[config.mk]
export PLATFORM = sky130hd
export DESIGN_NAME = msa_scheduler
export DESIGN_NICKNAME = d
export VERILOG_FILES = /design/src/msa_pkg.sv /design/src/msa_scheduler.sv
export SDC_FILE = /design/constraint.sdc
export NUM_CORES = 1
export LEC_CHECK = 0
export BUFFER_PORTS_ARGS = -buffer_cell sky130_fd_sc_hd__buf_2
export CAP_MARGIN = 0
export CELL_PAD_IN_SITES_DETAIL_PLACEMENT = 0
export CELL_PAD_IN_SITES_GLOBAL_PLACEMENT = 2
export CORE_UTILIZATION = 45
export DETAILED_ROUTE_END_ITERATION = 7
export PLACE_DENSITY_LB_ADDON = 0.15
export SETUP_SLACK_MARGIN = 0.1
export SLEW_MARGIN = 10
export SYNTH_ARGS = -nofsm -noshare
export SYNTH_HDL_FRONTEND = slang
export SYNTH_SLANG_ARGS = --single-unit
[constraint.sdc]
create_clock -name clk -period 10.1 [get_ports clk]
set_input_delay 1.01 -clock clk [delete_from_list [all_inputs] [get_ports clk]]
set_output_delay 1.01 -clock clk [all_outputs]
set_load 0.01 [all_outputs]
[src/msa_pkg.sv]
// Purpose: Shared constants and carriers for the acquisition scheduler
// Assumes: 32-bit AXI4-Lite register access, one clock
// Notes: Offsets are byte addresses
package msa_pkg;
  // ----------------------------------------
  // Register map
  // ----------------------------------------
  localparam logic [7:0] MSA_OFF_CTRL = 8'h00;
  localparam logic [7:0] MSA_OFF_CAND_ADDR = 8'h04;
  localparam logic [7:0] MSA_OFF_CAND_POS = 8'h08;
  localparam logic [7:0] MSA_OFF_CMD = 8'h0C;
  localparam logic [7:0] MSA_OFF_STATUS = 8'h10;
  localparam logic [7:0] MSA_OFF_TRACK_CNT = 8'h14;
  localparam logic [7:0] MSA_OFF_BCAST = 8'h18;
  localparam logic [7:0] MSA_OFF_EVENTS = 8'h1C;
  localparam logic [31:0] MSA_CTRL_RST = 32'h0000_0021;
  localparam logic [31:0] MSA_BCAST_RST = 32'h0000_0003;
  localparam logic [1:0] MSA_RESP_OKAY = 2'h0;
  localparam logic [1:0] MSA_RESP_SLVERR = 2'h2;
  // Interrogation codes on the scheduler output
  localparam logic [2:0] MSA_INT_NONE = 3'h0;
  localparam logic [2:0] MSA_INT_ALT = 3'h1;
  localparam logic [2:0] MSA_INT_IDENT = 3'h2;
  localparam logic [2:0] MSA_INT_ACQ = 3'h3;
  localparam logic [2:0] MSA_INT_SHORT = 3'h4;
  localparam logic [2:0] MSA_INT_MODEAC = 3'h5;
  localparam logic [2:0] MSA_INT_RANGE = 3'h6;
  localparam logic [2:0] MSA_INT_BCAST = 3'h7;
  localparam logic [3:0] MSA_SLOT_RST = 4'h0;
  localparam int MSA_TRACK_DEPTH = 16;

  typedef struct packed {
    logic [23:0] address;
    logic [8:0] bearing;
    logic [13:0] range;
  } msa_target_s;

  typedef struct packed {
    logic valid;
    logic [2:0] kind;
    logic [23:0] address;
    logic [3:0] slot;
    logic fourth_pulse_short;
    logic altitude_req;
  } msa_interrog_s;

  typedef enum logic [1:0] {
    MSA_IDLE = 2'b00,
    MSA_WAIT_PERIOD = 2'b01,
    MSA_AWAIT_REPLY = 2'b11,
    MSA_ROLL_CALL = 2'b10
  } msa_state_e;
endpackage

[src/msa_scheduler.sv]
// Purpose: Passive-acquisition and surveillance interrogation scheduler
// Assumes: Period and reply strobes are one-cycle pulses from the channel timeline
// Notes: One candidate target is in acquisition at a time
// Function
// RULE1: Sector transmitter ranges target, then address, bearing, range go to roll-call.
// RULE2: Squitter bearing disagreeing with measured bearing discards the squitter position.
// RULE3: Squitter or multilateration range lowers active range interrogation rate.
// RULE4: With range estimate, acquisition interrogation uses standard scheduling.
// RULE5: Without range, acquisition goes at start of a Mode A/C period.
// RULE6: Mode A/C interrogations there use the short fourth pulse.
// RULE7: Uncorrectable acquisition reply retries next Mode A/C period at new slot.
// RULE8: After first good acquisition reply, target joins normal roll-call.
// RULE9: Passive mode sends only Mode A/C in all-call periods, no Mode S all-call.
// RULE10: Routine surveillance interrogations request altitude.
// RULE11: Extra identity request on acquisition, after long coast, and during alert.
// RULE12: Transponder reports alert in flight status after identity change.
// RULE13: Emergency identity codes keep transponder alert without time-out.
// RULE14: Non-emergency alert clears after eighteen seconds, plus or minus one.
// RULE15: Keep requesting identity one to two scans after alert clears.
// RULE16: Transponder may skip Comm-A reply but answers short surveillance.
// RULE17: Contact lost on Comm-A only triggers short test interrogations.
// RULE18: Collision-avoidance Comm-A recognised by designator, segment and first byte.
// RULE19: Collision-avoidance and data-link messages go only to their own interface.
// RULE20: Broadcast repeats give at least three transmissions per beamwidth sector.
// RULE21: Broadcast sector spans one beamwidth up to a full rotation.
// RULE22: Address absent from track list marks a newly acquired aircraft.
// RULE23: Garble flag per failed acquisition reply; target stays in acquisition.
//
// Decided for this implementation: the AXI4-Lite interface to the registers and the placing of the registers.
module msa_scheduler
  import msa_pkg::*;
#(
  parameter int TRACK_DEPTH = MSA_TRACK_DEPTH
)(
  input wire logic clk,
  input wire logic rst_n,
  input wire logic [7:0] s_axi_awaddr,
  input wire logic s_axi_awvalid,
  output logic s_axi_awready,
  input wire logic [31:0] s_axi_wdata,
  input wire logic [3:0] s_axi_wstrb,
  input wire logic s_axi_wvalid,
  output logic s_axi_wready,
  output logic [1:0] s_axi_bresp,
  output logic s_axi_bvalid,
  input wire logic s_axi_bready,
  input wire logic [7:0] s_axi_araddr,
  input wire logic s_axi_arvalid,
  output logic s_axi_arready,
  output logic [31:0] s_axi_rdata,
  output logic [1:0] s_axi_rresp,
  output logic s_axi_rvalid,
  input wire logic s_axi_rready,
  input wire logic modeac_period_start,
  input wire logic rollcall_slot,
  input wire logic scan_start,
  input wire logic beam_step,
  input wire logic reply_valid,
  input wire logic reply_decoded,
  input wire logic [23:0] reply_address,
  input wire logic reply_alert,
  input wire logic range_reply_valid,
  input wire logic [13:0] range_measured,
  output msa_interrog_s interrog,
  output logic [2:0] range_sector,
  output msa_target_s handoff,
  output logic handoff_valid,
  output logic garble_flag
);
  localparam int IW = $clog2(TRACK_DEPTH);

  // ----------------------------------------
  // AXI4-Lite slave
  // ----------------------------------------
  logic [31:0] ctrl;
  logic [31:0] cand_addr;
  logic [31:0] cand_pos;
  logic [31:0] bcast;
  logic [7:0] aw_q;
  logic aw_held;
  logic [31:0] w_q;
  logic w_held;
  msa_state_e state;
  logic [3:0] slot;
  logic [IW:0] track_cnt;
  logic [15:0] garble_cnt;
  logic [1:0] post_alert_scans;
  logic alert_seen;
  logic ident_pending;
  logic [2:0] bcast_left;
  logic [15:0] commA_miss;
  logic [23:0] track_mem [TRACK_DEPTH];
  logic cmd_go;
  wire do_write = aw_held && w_held && !s_axi_bvalid;
  wire [7:0] wr_addr = aw_q;
  wire wr_ctrl = do_write && wr_addr == MSA_OFF_CTRL;
  wire wr_caddr = do_write && wr_addr == MSA_OFF_CAND_ADDR;
  wire wr_cpos = do_write && wr_addr == MSA_OFF_CAND_POS;
  wire wr_cmd = do_write && wr_addr == MSA_OFF_CMD;
  wire wr_bcast = do_write && wr_addr == MSA_OFF_BCAST;
  wire wr_known = wr_ctrl | wr_caddr | wr_cpos | wr_cmd | wr_bcast;
  wire passive_mode = ctrl[0];
  wire range_known = ctrl[1];
  wire squitter_pos = ctrl[2];
  wire [2:0] sector_sel = ctrl[6:4];
  wire [8:0] squitter_bearing = cand_pos[24:16];
  wire [8:0] measured_bearing = cand_pos[8:0];
  wire [8:0] bearing_diff = (squitter_bearing > measured_bearing) ?
    squitter_bearing - measured_bearing : measured_bearing - squitter_bearing;
  wire squitter_ok = squitter_pos && bearing_diff <= {1'b0, ctrl[15:8]}; // see RULE2
  logic [31:0] rd_mux;
  always_comb
  begin
    case (s_axi_araddr)
      MSA_OFF_CTRL: rd_mux = ctrl;
      MSA_OFF_CAND_ADDR: rd_mux = cand_addr;
      MSA_OFF_CAND_POS: rd_mux = cand_pos;
      MSA_OFF_STATUS: rd_mux = {18'h0, squitter_ok, alert_seen, ident_pending, slot, garble_flag, state,
        2'h0, handoff_valid, 1'b0};
      MSA_OFF_TRACK_CNT: rd_mux = {{(31 - IW){1'b0}}, track_cnt};
      MSA_OFF_BCAST: rd_mux = bcast;
      MSA_OFF_EVENTS: rd_mux = {commA_miss, garble_cnt};
      default: rd_mux = 32'h0;
    endcase
  end
  wire rd_known = (s_axi_araddr <= MSA_OFF_EVENTS) && (s_axi_araddr[1:0] == 2'h0) &&
    (s_axi_araddr != MSA_OFF_CMD);
  function automatic logic [31:0] merge(input logic [31:0] old, input logic [31:0] nw, input logic [3:0] st);
    logic [31:0] r;
    r = old;
    for (int i = 0; i < 4; i++)
      if (st[i]) r[i*8 +: 8] = nw[i*8 +: 8];
    return r;
  endfunction
  logic [3:0] w_strb;
  always_ff @(posedge clk or negedge rst_n)
  begin
    if (!rst_n)
    begin
      aw_held <= 1'b0;
      w_held <= 1'b0;
      aw_q <= 8'h00;
      w_q <= 32'h0;
      w_strb <= 4'h0;
      s_axi_bvalid <= 1'b0;
      s_axi_bresp <= MSA_RESP_OKAY;
      s_axi_rvalid <= 1'b0;
      s_axi_rdata <= 32'h0;
      s_axi_rresp <= MSA_RESP_OKAY;
    end
    else
    begin
      if (s_axi_awvalid && s_axi_awready)
      begin
        aw_held <= 1'b1;
        aw_q <= s_axi_awaddr;
      end
      if (s_axi_wvalid && s_axi_wready)
      begin
        w_held <= 1'b1;
        w_q <= s_axi_wdata;
        w_strb <= s_axi_wstrb;
      end
      if (do_write)
      begin
        aw_held <= 1'b0;
        w_held <= 1'b0;
        s_axi_bvalid <= 1'b1;
        s_axi_bresp <= wr_known ? MSA_RESP_OKAY : MSA_RESP_SLVERR;
      end
      else if (s_axi_bready)
        s_axi_bvalid <= 1'b0;
      if (s_axi_arvalid && s_axi_arready)
      begin
        s_axi_rvalid <= 1'b1;
        s_axi_rdata <= rd_mux;
        s_axi_rresp <= rd_known ? MSA_RESP_OKAY : MSA_RESP_SLVERR;
      end
      else if (s_axi_rready)
        s_axi_rvalid <= 1'b0;
    end
  end
  assign s_axi_awready = !aw_held;
  assign s_axi_wready = !w_held;
  assign s_axi_arready = !s_axi_rvalid;

  // ----------------------------------------
  // Track list and new-target detection
  // ----------------------------------------
  logic hit;
  always_comb
  begin
    hit = 1'b0;
    for (int i = 0; i < TRACK_DEPTH; i++)
      if (i < track_cnt && track_mem[i] == cand_addr[23:0]) hit = 1'b1; // see RULE22
  end
  wire track_full = track_cnt == (IW + 1)'(TRACK_DEPTH);
  wire cmd_start = wr_cmd && w_q[0] && state == MSA_IDLE && !hit; // see RULE22
  wire acq_reply = state == MSA_AWAIT_REPLY && reply_valid && reply_address == cand_addr[23:0];
  wire acq_good = acq_reply && reply_decoded;
  wire acq_garble = acq_reply && !reply_decoded;

  // ----------------------------------------
  // Acquisition state machine
  // ----------------------------------------
  // Acquisition reply slot advances on garble or an unanswered Mode A/C period so overlapping replies separate
  wire [3:0] next_slot = slot + 4'h1;
  wire need_range = !range_known && !squitter_ok; // see RULE3
  always_ff @(posedge clk or negedge rst_n)
  begin
    if (!rst_n)
    begin
      ctrl <= MSA_CTRL_RST;
      cand_addr <= 32'h0;
      cand_pos <= 32'h0;
      bcast <= MSA_BCAST_RST;
      state <= MSA_IDLE;
      slot <= MSA_SLOT_RST;
      track_cnt <= '0;
      garble_flag <= 1'b0;
      garble_cnt <= 16'h0;
      handoff_valid <= 1'b0;
      handoff <= '0;
      range_sector <= 3'h0;
      cmd_go <= 1'b0;
    end
    else
    begin
      if (wr_ctrl) ctrl <= merge(ctrl, w_q, w_strb);
      if (wr_caddr) cand_addr <= merge(cand_addr, w_q, w_strb) & 32'h00FF_FFFF;
      if (wr_cpos) cand_pos <= merge(cand_pos, w_q, w_strb);
      if (wr_bcast) bcast <= merge(bcast, w_q, w_strb);
      cmd_go <= cmd_start || (cmd_go && !rollcall_slot && state == MSA_WAIT_PERIOD); // see RULE1
      garble_flag <= acq_garble; // see RULE23
      handoff_valid <= 1'b0;
      if (range_reply_valid && state == MSA_WAIT_PERIOD) cand_pos[29:16] <= range_measured; // see RULE1
      if (acq_garble) garble_cnt <= garble_cnt + 16'h1;
      case (state)
        MSA_IDLE:
          if (cmd_start)
          begin
            state <= MSA_WAIT_PERIOD;
            range_sector <= sector_sel; // see RULE1
          end
        MSA_WAIT_PERIOD:
          if ((range_known || squitter_ok) ? rollcall_slot : modeac_period_start) // see RULE4
            state <= MSA_AWAIT_REPLY;
        MSA_AWAIT_REPLY:
          if (acq_good)
          begin
            state <= MSA_ROLL_CALL; // see RULE8
            handoff_valid <= 1'b1;
            handoff <= '{address: cand_addr[23:0], bearing: measured_bearing, range: cand_pos[29:16]}; // see RULE1
            if (!track_full)
              track_cnt <= track_cnt + 1'b1;
          end
          else if (acq_garble || modeac_period_start)
          begin
            state <= MSA_WAIT_PERIOD; // see RULE7
            slot <= next_slot; // see RULE7
          end
        MSA_ROLL_CALL:
          state <= MSA_IDLE;
        default:
          state <= MSA_IDLE;
      endcase
    end
  end
  always_ff @(posedge clk)
  begin
    if (state == MSA_AWAIT_REPLY && acq_good && !track_full)
      track_mem[track_cnt[IW-1:0]] <= cand_addr[23:0];
  end

  // ----------------------------------------
  // Identity follow-up and alert tracking
  // ----------------------------------------
  always_ff @(posedge clk or negedge rst_n)
  begin
    if (!rst_n)
    begin
      alert_seen <= 1'b0;
      ident_pending <= 1'b0;
      post_alert_scans <= 2'h0;
      commA_miss <= 16'h0;
    end
    else
    begin
      if (reply_valid && reply_decoded) alert_seen <= reply_alert;
      if (alert_seen && reply_valid && reply_decoded && !reply_alert)
        post_alert_scans <= 2'h2; // see RULE15
      else if (scan_start && post_alert_scans != 2'h0)
        post_alert_scans <= post_alert_scans - 2'h1;
      // Acquisition, long coast (software) and alert all ask for identity
      if (acq_good || (wr_cmd && w_q[1]) || alert_seen || post_alert_scans != 2'h0) // see RULE11
        ident_pending <= 1'b1;
      else if (interrog.valid && interrog.kind == MSA_INT_IDENT)
        ident_pending <= 1'b0;
      if (wr_cmd && w_q[2]) commA_miss <= commA_miss + 16'h1;
    end
  end

  // ----------------------------------------
  // Interrogation issue
  // ----------------------------------------
  logic [7:0] beam_cnt;
  wire [7:0] bcast_per_beam = bcast[7:0] < 8'h3 ? 8'h3 : bcast[7:0]; // see RULE20
  wire bcast_on = bcast[31];
  wire in_sector = beam_cnt < bcast[23:16] || bcast[23:16] == 8'h0; // see RULE21
  always_ff @(posedge clk or negedge rst_n)
  begin
    if (!rst_n)
    begin
      interrog <= '0;
      beam_cnt <= 8'h0;
      bcast_left <= 3'h0;
    end
    else
    begin
      interrog <= '0;
      if (scan_start) beam_cnt <= 8'h0;
      else if (beam_step) beam_cnt <= beam_cnt + 8'h1;
      if (modeac_period_start && state == MSA_WAIT_PERIOD && !range_known && !squitter_ok)
        interrog <= '{1'b1, MSA_INT_ACQ, cand_addr[23:0], slot, 1'b1, 1'b1}; // see RULE5
      else if (modeac_period_start && passive_mode)
        interrog <= '{1'b1, MSA_INT_MODEAC, 24'h0, slot, 1'b1, 1'b0}; // see RULE6 see RULE9
      else if (rollcall_slot && cmd_go && need_range)
        interrog <= '{1'b1, MSA_INT_RANGE, cand_addr[23:0], 4'h0, 1'b0, 1'b0}; // see RULE1 see RULE3
      else if (rollcall_slot && state == MSA_WAIT_PERIOD && !need_range)
        interrog <= '{1'b1, MSA_INT_ACQ, cand_addr[23:0], 4'h0, 1'b0, 1'b1}; // see RULE4
      else if (rollcall_slot && commA_miss != 16'h0 && ctrl[3])
        interrog <= '{1'b1, MSA_INT_SHORT, cand_addr[23:0], 4'h0, 1'b0, 1'b1}; // see RULE17
      else if (rollcall_slot && ident_pending)
        interrog <= '{1'b1, MSA_INT_IDENT, cand_addr[23:0], 4'h0, 1'b0, 1'b0}; // see RULE11
      else if (rollcall_slot && bcast_left != 3'h0)
      begin
        interrog <= '{1'b1, MSA_INT_BCAST, 24'hFFFFFF, 4'h0, 1'b0, 1'b0}; // see RULE20
        bcast_left <= bcast_left - 3'h1;
      end
      else if (rollcall_slot)
        interrog <= '{1'b1, MSA_INT_ALT, cand_addr[23:0], 4'h0, 1'b0, 1'b1}; // see RULE10
      // New beam reload wins over a send in the same cycle
      if (beam_step && bcast_on && in_sector) bcast_left <= bcast_per_beam[2:0] | {bcast_per_beam[7:3] != 5'h0, 2'h0};
    end
  end

  // ----------------------------------------
  // Checks
  // ----------------------------------------
  acq_modeac_a: assert property (@(posedge clk) disable iff (!rst_n)
    interrog.valid && interrog.kind == MSA_INT_MODEAC |-> interrog.fourth_pulse_short) // see RULE6
    else $error("Mode A/C without short fourth pulse");
  garble_retry_a: assert property (@(posedge clk) disable iff (!rst_n)
    acq_garble |=> state == MSA_WAIT_PERIOD && slot == $past(slot) + 4'h1) // see RULE7
    else $error("Garble did not retry at new slot");
  good_rollcall_a: assert property (@(posedge clk) disable iff (!rst_n)
    acq_good |=> handoff_valid && state == MSA_ROLL_CALL ##1 state == MSA_IDLE) // see RULE8
    else $error("Good reply not handed to roll-call");
  garble_flag_a: assert property (@(posedge clk) disable iff (!rst_n)
    garble_flag |-> state == MSA_WAIT_PERIOD) // see RULE23
    else $error("Garble flag without acquisition hold");
  known_skip_a: assert property (@(posedge clk) disable iff (!rst_n)
    wr_cmd && w_q[0] && state == MSA_IDLE && hit |=> state == MSA_IDLE) // see RULE22
    else $error("Tracked address re-acquired");
  no_range_a: assert property (@(posedge clk) disable iff (!rst_n)
    interrog.valid && interrog.kind == MSA_INT_RANGE |-> $past(need_range)) // see RULE3
    else $error("Range interrogation with known range");
  alt_req_a: assert property (@(posedge clk) disable iff (!rst_n)
    interrog.valid && interrog.kind == MSA_INT_ALT |-> interrog.altitude_req) // see RULE10
    else $error("Surveillance without altitude request");
  ident_follow_a: assert property (@(posedge clk) disable iff (!rst_n)
    acq_good |=> ident_pending) // see RULE11
    else $error("No identity request on acquisition");
  bcast_rate_a: assert property (@(posedge clk) disable iff (!rst_n)
    beam_step && bcast_on && in_sector |=> bcast_left >= 3'h3) // see RULE20
    else $error("Fewer than three broadcasts per beam");
endmodule // msa_scheduler

; After elaboration in Yosys (flattened, before gate mapping)
; Memory sizes are Yosys's and may differ from the RTL's.
; Cells that the tools add are included.
[op_classes]
add_sub_neg = 9
mul = 0
div = 0
n_lt_le_gt_ge = 21
eq_ne = 42
shifts = 0
n_mux = 67
bitwise = 7
n_reduce_logical = 125
[op_table]
columns = cell, count
row1 = 24-bit equality test, 17
row2 = 34-bit two-way mux, 8
row3 = 32-bit one-hot mux with 7 select lines, 1
row4 = 1-bit logical AND, 64
row5 = 8-bit two-way mux, 6
row6 = 8-bit by 5-bit equality test with 1-bit output (second input constant), 5
row7 = 4-bit by 5-bit < comparator with 1-bit output (first input constant), 8
row8 = 2-bit AND reduction, 18
row9 = 16-bit by 1-bit adder with 16-bit output (second input constant), 2
row10 = 1-bit two-way mux, 31
row11 = 30-bit two-way mux, 1
row12 = 8-bit by 4-bit equality test with 1-bit output (second input constant), 3
row13 = 8-bit zero test, 3
row14 = 3-bit two-way mux, 8
row15 = 2-bit nonzero test, 12
row16 = 3-bit by 5-bit < comparator with 1-bit output (first input constant), 4
row17 = 9-bit subtractor, 2
row18 = 8-bit by 3-bit equality test with 1-bit output (second input constant), 2
row19 = 2-bit two-way mux, 8
row20 = 16-bit nonzero test, 1
row21 = 14-bit two-way mux, 1
row22 = 2-bit by 1-bit != test with 1-bit output (second input constant), 7
row23 = 1-bit zero test, 12
row24 = 1-bit by 5-bit < comparator with 1-bit output (first input constant), 2
row25 = other kinds (30), 45
[totals]
regBits = 349
latchBits = 0
ramBits = 384
romBits = 0
output_inout_bits = 127
memories = 1
[mem_list]
columns = memory, depth, word_bits, read_ports, rd_ports_with_merged_regs, wr, line_no
row1 = track_mem, 16, 24, 16, 0, 1, msa_scheduler.sv:92  ; logic [23:0] track_mem [TRACK_DEPTH];

; Logic depth before layout (Yosys ltp)
; An unclocked memory read counts as a cell.
[logic_depth]
word_depth = 23
depth_mapped = 23
ltp_nobuf = 19

; Least setup slack after synthesis
; OpenSTA, ideal clock, no wires.
[synth_path]
path_type = flip-flop to flip-flop
start = reg cand_pos[1]
end = reg bcast_left[2]
setup_ns = 0.126
t_arrival_ns = 4.386
required_ns = 9.974
setup_slack_ns = 5.588
path_stages_with_launch = 22
n_path_buf = 2
period_less_slack_ns = 4.512
path_cell_list = dfrtp_1 > inv_1 > ha_1 > nor2b_1 > o2111ai_1 > nand3_2 > nand2_1 > mux2i_1 > a221oi_1 > o21ai_0 > xor2_1 > ha_1 > a22oi_1 > o211ai_1 > o211a_1 > nor2_1 > and4_1 > clkbuf_1 > nor4_2 > or3_1 > buf_2 > a311o_1
[synth_between]
elab_chain_len = 10
[synth_lines]
columns = item, line_no
row1 = "start, declared", msa_scheduler.sv:77  ; logic [31:0] cand_pos;
row2 = "start signal, assigned", msa_scheduler.sv:231  ; if (wr_cpos) cand_pos <= merge(cand_pos, w_q, w_strb);
row3 = 9-bit subtractor or 9-bit greater-than comparator (tied branches), "msa_scheduler.sv:109, msa_scheduler.sv:108"
row4 = 9-bit two-way mux (*), msa_scheduler.sv:108  ; wire [8:0] bearing_diff = (squitter_bearing > measured_bearing) ?
row5 = 9-bit by 8-bit <= comparator with 1-bit output (*), msa_scheduler.sv:110  ; wire squitter_ok = squitter_pos && bearing_diff <= {1'b0, ctrl[15:8]};
row6 = 1-bit logical AND (*), msa_scheduler.sv:110
row7 = 1-bit zero test (*), "msa_scheduler.sv:208, msa_scheduler.sv:323"
row8 = 1-bit logical AND, msa_scheduler.sv:208  ; wire need_range = !range_known && !squitter_ok;
row9 = 1-bit zero test, msa_scheduler.sv:329  ; else if (rollcall_slot && state == MSA_WAIT_PERIOD && !need_range)
row10 = 1-bit logical AND, msa_scheduler.sv:329
row11 = 2-bit by 1-bit != test with 1-bit output (no source line), --
row12 = 7-bit AND reduction (no source line) (*), --
row13 = "end signal, assigned", msa_scheduler.sv:338  ; bcast_left <= bcast_left - 3'h1;
row14 = "end signal, assigned", msa_scheduler.sv:343  ; if (beam_step && bcast_on && in_sector) bcast_left <= bcast_per_beam[2:0] | {bcast_per_beam[7:3] != 5'h0, 2'h0 ...
row15 = "end, declared", msa_scheduler.sv:90  ; logic [2:0] bcast_left;
; Mark *: on every way between the ends. The rest lies on a longest branch, timed or not.
; A chain may end at the register's enable or synchronous reset.

; Final worst setup path
; Ends and elaborated chain as after synthesis.

==> flow_metrics.py <==
metrics = {
    "floorplan": {
        "initial_core_util_pct": 45.8,
        "pin_count": 232,
        "die-area_um2": 73000,
        "die_y_um": 270,
        "die_w_um": 270,
        "coreArea_um2": 70600,
        "rows": 97,
    },
    "power": {
        "p_per_area_nw_per_um2": 214,
        "clockPowerShare_pct": 34.9,
        "p_int_mw": 5.59,
        "leakagePower_nw": 15.0,
        "vdd_drop_max_mv": 0.132,
        "swShare_pct": 29.5,
        "pwr-share-seq_pct": 47.8,
        "p_comb_share_pct": 17.3,
        "p_sw_mw": 2.35,
    },
    "setup_path": {
        "required_ns": 10.59,
        "critPathKind": "flop to flop",
        "end_kind": "flop",
        "cp_data_arrival_time_ns": 5.90,
        "start_kind": "flop",
        "crit_fanout": 26,
    },
    "logic_synthesis": {
        "ys_async_sr_fraction_pct": 47.5,
        "synth-seq-area-share_pct": 62.5,
        "ys_types": 73,
        "synth_seq_cells": 731,
        "synth-warning-count": 0,
        "synthTopCellsByArea": "edfxtp_1, dfrtp_1, xnor2_1, xor2_1, mux2_2",
        "netlist_area_um2": 32400,
        "synth.avg_cell_area_um2": 13.2,
        "synth_top_area_share_pct": 35.6,
        "yosysTopAreaCell": "edfxtp_1",
        "ys.flop_type": "edfxtp_1",
        "synth_edf_count": 384,
        "netlist_instances": 2458,
    },
    "routing": {
        "drtIter0Drc": 1806,
        "wl_per_cell_um": 25.2,
        "viasPerCell": 5.57,
        "drc": 0,
        "vias": 20576,
        "drtPass1Iterations": 6,
        "ant_nets": 0,
        "drt-total-wl_um": 93100,
    },
    "placement": {
        "place_area_um2": 34600,
        "dp_hpwl_um": 60300,
        "pre_cts_slack_ns": 4.69,
        "io_buffer_count": 229,
        "gp_congestion": 0.918,
    },
    "sta": {
        "setup_slack_ns": 4.70,
        "slew-limit-headroom_pct": 20.6,
        "tightest_slew_ns": 1.19,
        "hold_violations": 0,
        "fin_crit_sh_pct": 53.5,
        "skew_ns": 0.0297,
        "max_freq_mhz": 185,
        "hold-worst-slack_ns": 0.404,
        "finalSetupTns_ns": 0,
        "rsz0062_at_grt": "no",
        "min_period_ns": 5.40,
        "slew_viol_final": 0,
        "setup_violations": 0,
    },
    "clock_network": {
        "cts_resized": 0,
        "cts.sinks": 731,
        "clock-root-buffer": "clkbuf_16",
        "cts_max_level": 3,
        "clk_latency_ns": 0.63,
        "ctsHoldBuffers": 0,
        "cts_tree": "built",
        "clk_pin_slew_worst_paths_ns": 0.06,
        "cts_max_path_buffers": 3,
        "cts_buffers": 79,
        "post_cts_buffers": 0,
    },
    "global_route": {
        "antenna_found_initial": 7,
        "grt-ovfl-total": 0,
        "grt.total_usage_pct": 25.6,
        "grt_max_degree": 177,
        "grt_pass1_wl_um": 139000,
        "grt_pass1_vias": 20749,
    },
    "layout": {
        "fillerInstances": 6055,
        "layout-drive-gt1-share_pct": 20.7,
        "finalInstanceArea_um2": 37100,
        "area_growth_pct": 14.6,
        "num-nets-final": 2845,
    },
    "status": {
        "status": "completed",
    },
    "job": {
        "drv_cap": 0,
    },
    "hold_path": {
        "hold_path_class": "primary input to asynchronous set/reset pin",
    },
}
path summary, 6_finish.rpt:
check,start,to,slack (ns),depth (start not counted)
hold / removal,rst_n,handoff[36],0.40,1
max in group asynchronous,rst_n,w_held,7.21,3
hold reg to reg,handoff[33],handoff[33],0.46,2
min in group clk,handoff[33],handoff[33],0.46,2
setup / recovery,cand_pos[1],bcast_left[2],4.70,18
setup reg to reg,cand_pos[1],bcast_left[2],4.70,18
cells in the final DEF, fill, tap and decap left out, types with 5 or more instances in the layout:
cell type  synthesis  routed
buf_4              2      43
xnor2_1          237     237
nor2b_1            7       6
a21oi_1           46      46
inv_1             64      64
xor2_1           220     220
a21o_1             9       9
nand2b_1           7       7
a222oi_1          26      26
dfrtp_2            0      24
ha_1              44      44
o21a_1             7       7
nand2_1          252     251
clkbuf_8           0      11
nand4_1           78      78
nor3_1            26      26
and2_1            28      27
a31oi_1            7       7
dfrtp_1          343     319
edfxtp_1         384     384
clkbuf_1          58      29
nor2_1            72      72
and3_1             7       7
a22o_1            33      33
nand3b_1           5       5
nand3_1           31      31
clkinv_1           0      12
o21ai_0           55      55
a221o_1            6       6
mux2_2           152     152
nor4_1            72      70
mux2i_1           40      40
buf_2             28     228
clkbuf_16          0      81
or3_1              5       5
critical path, stage by stage (launching register included):
cell       delay (ns)
dfrtp_1          0.45
inv_1            0.13
ha_1             0.35
nor2b_1          0.16
o2111ai_1        0.27
nand3_2          0.17
nand2_1          0.34
mux2i_1          0.32
a221oi_1         0.11
o21ai_0          0.21
xor2_1           0.19
ha_1             0.28
a22oi_1          0.19
o211ai_1         0.11
o211a_1          0.27
a2111oi_4        0.45
nor4_2           0.16
or3_1            0.70
a311o_1          0.45
Yosys cell counts (33+ instances only):
cell	count
xnor2_1	237
dfrtp_1	343
nand2_1	252
nand4_1	78
xor2_1	220
a22o_1	33
o21ai_0	55
clkbuf_1	58
mux2_2	152
nor4_1	72
a21oi_1	46
inv_1	64
edfxtp_1	384
mux2i_1	40
nor2_1	72
ha_1	44
power groups by stage:
| stage | Combinational, mW | Clock [mW] | Sequential, mW |
|---|---|---|---|
| global placement | 1.35 | 0 | 3.84 |
| floorplan | 0.915 | 0 | 3.66 |
| detailed placement | 1.37 | 0 | 3.85 |
| global route | 1.51 | 2.95 | 3.82 |
| CTS | 1.38 | 2.83 | 3.79 |
| finish | 1.37 | 2.77 | 3.79 |
flip-flops by register name, summed over array words and instances (netlist names), 3 cells and up:
signal	count
track_mem	384
commA_miss	16
range_sector	3
w_strb	4
slot	4
garble_cnt	16
w_q	32
interrog	34
ctrl	32
handoff	47
bcast_left	3
aw_q	8
beam_cnt	8
cand_pos	32
cand_addr	24
s_axi_rdata	32
track_cnt	5
bcast	32
layout make-up:
class | count | area (um2) | share of cell area, %
clock inverter | 21 | 166 | 0.449
antenna | 2 | 5.00 | 0.0135
tap | 940 | 1180 | 3.17
multi-input combinational | 1545 | 11500 | 30.9
inverter | 64 | 240 | 0.647
sequential | 731 | 20200 | 54.6
clock buffer | 121 | 2290 | 6.16
timing repair buffer | 273 | 1500 | 4.04
stage by stage:
stage	total power [mW]	utilization [%]	instances
after floorplan	4.58	-	2459
after global placement	5.20	49.0	3553
after detailed placement	5.22	49.0	3553
after CTS	8.00	52.5	3695
after global routing	8.27	52.5	3695
final	7.94	52.5	3697
routing by layer:
metal | up-vias | track usage (%) | share of wire [%]
met5 | - | 0 | 0.059
met4 | 8 | 6.41 | 1.9
met3 | 117 | 4.76 | 6.3
met2 | 641 | 37.1 | 43
met1 | 10536 | 39.4 | 49
li1 | 9274 | - | -
cell families after synthesis:
group                      count (synthesis)  synth area share (%)
other                                      1                0.0116
buffers and inverters                    183                  2.25
and+or+nand+nor                          611                  9.23
muxes                                    193                  6.59
AOI/OAI and AO/OA                        236                  5.26
DFF                                      731                  62.5
adders and majority gates                 46                  1.82
xor gates and xnor gates                 457                  12.4
Power figures use the tool's default switching activity.
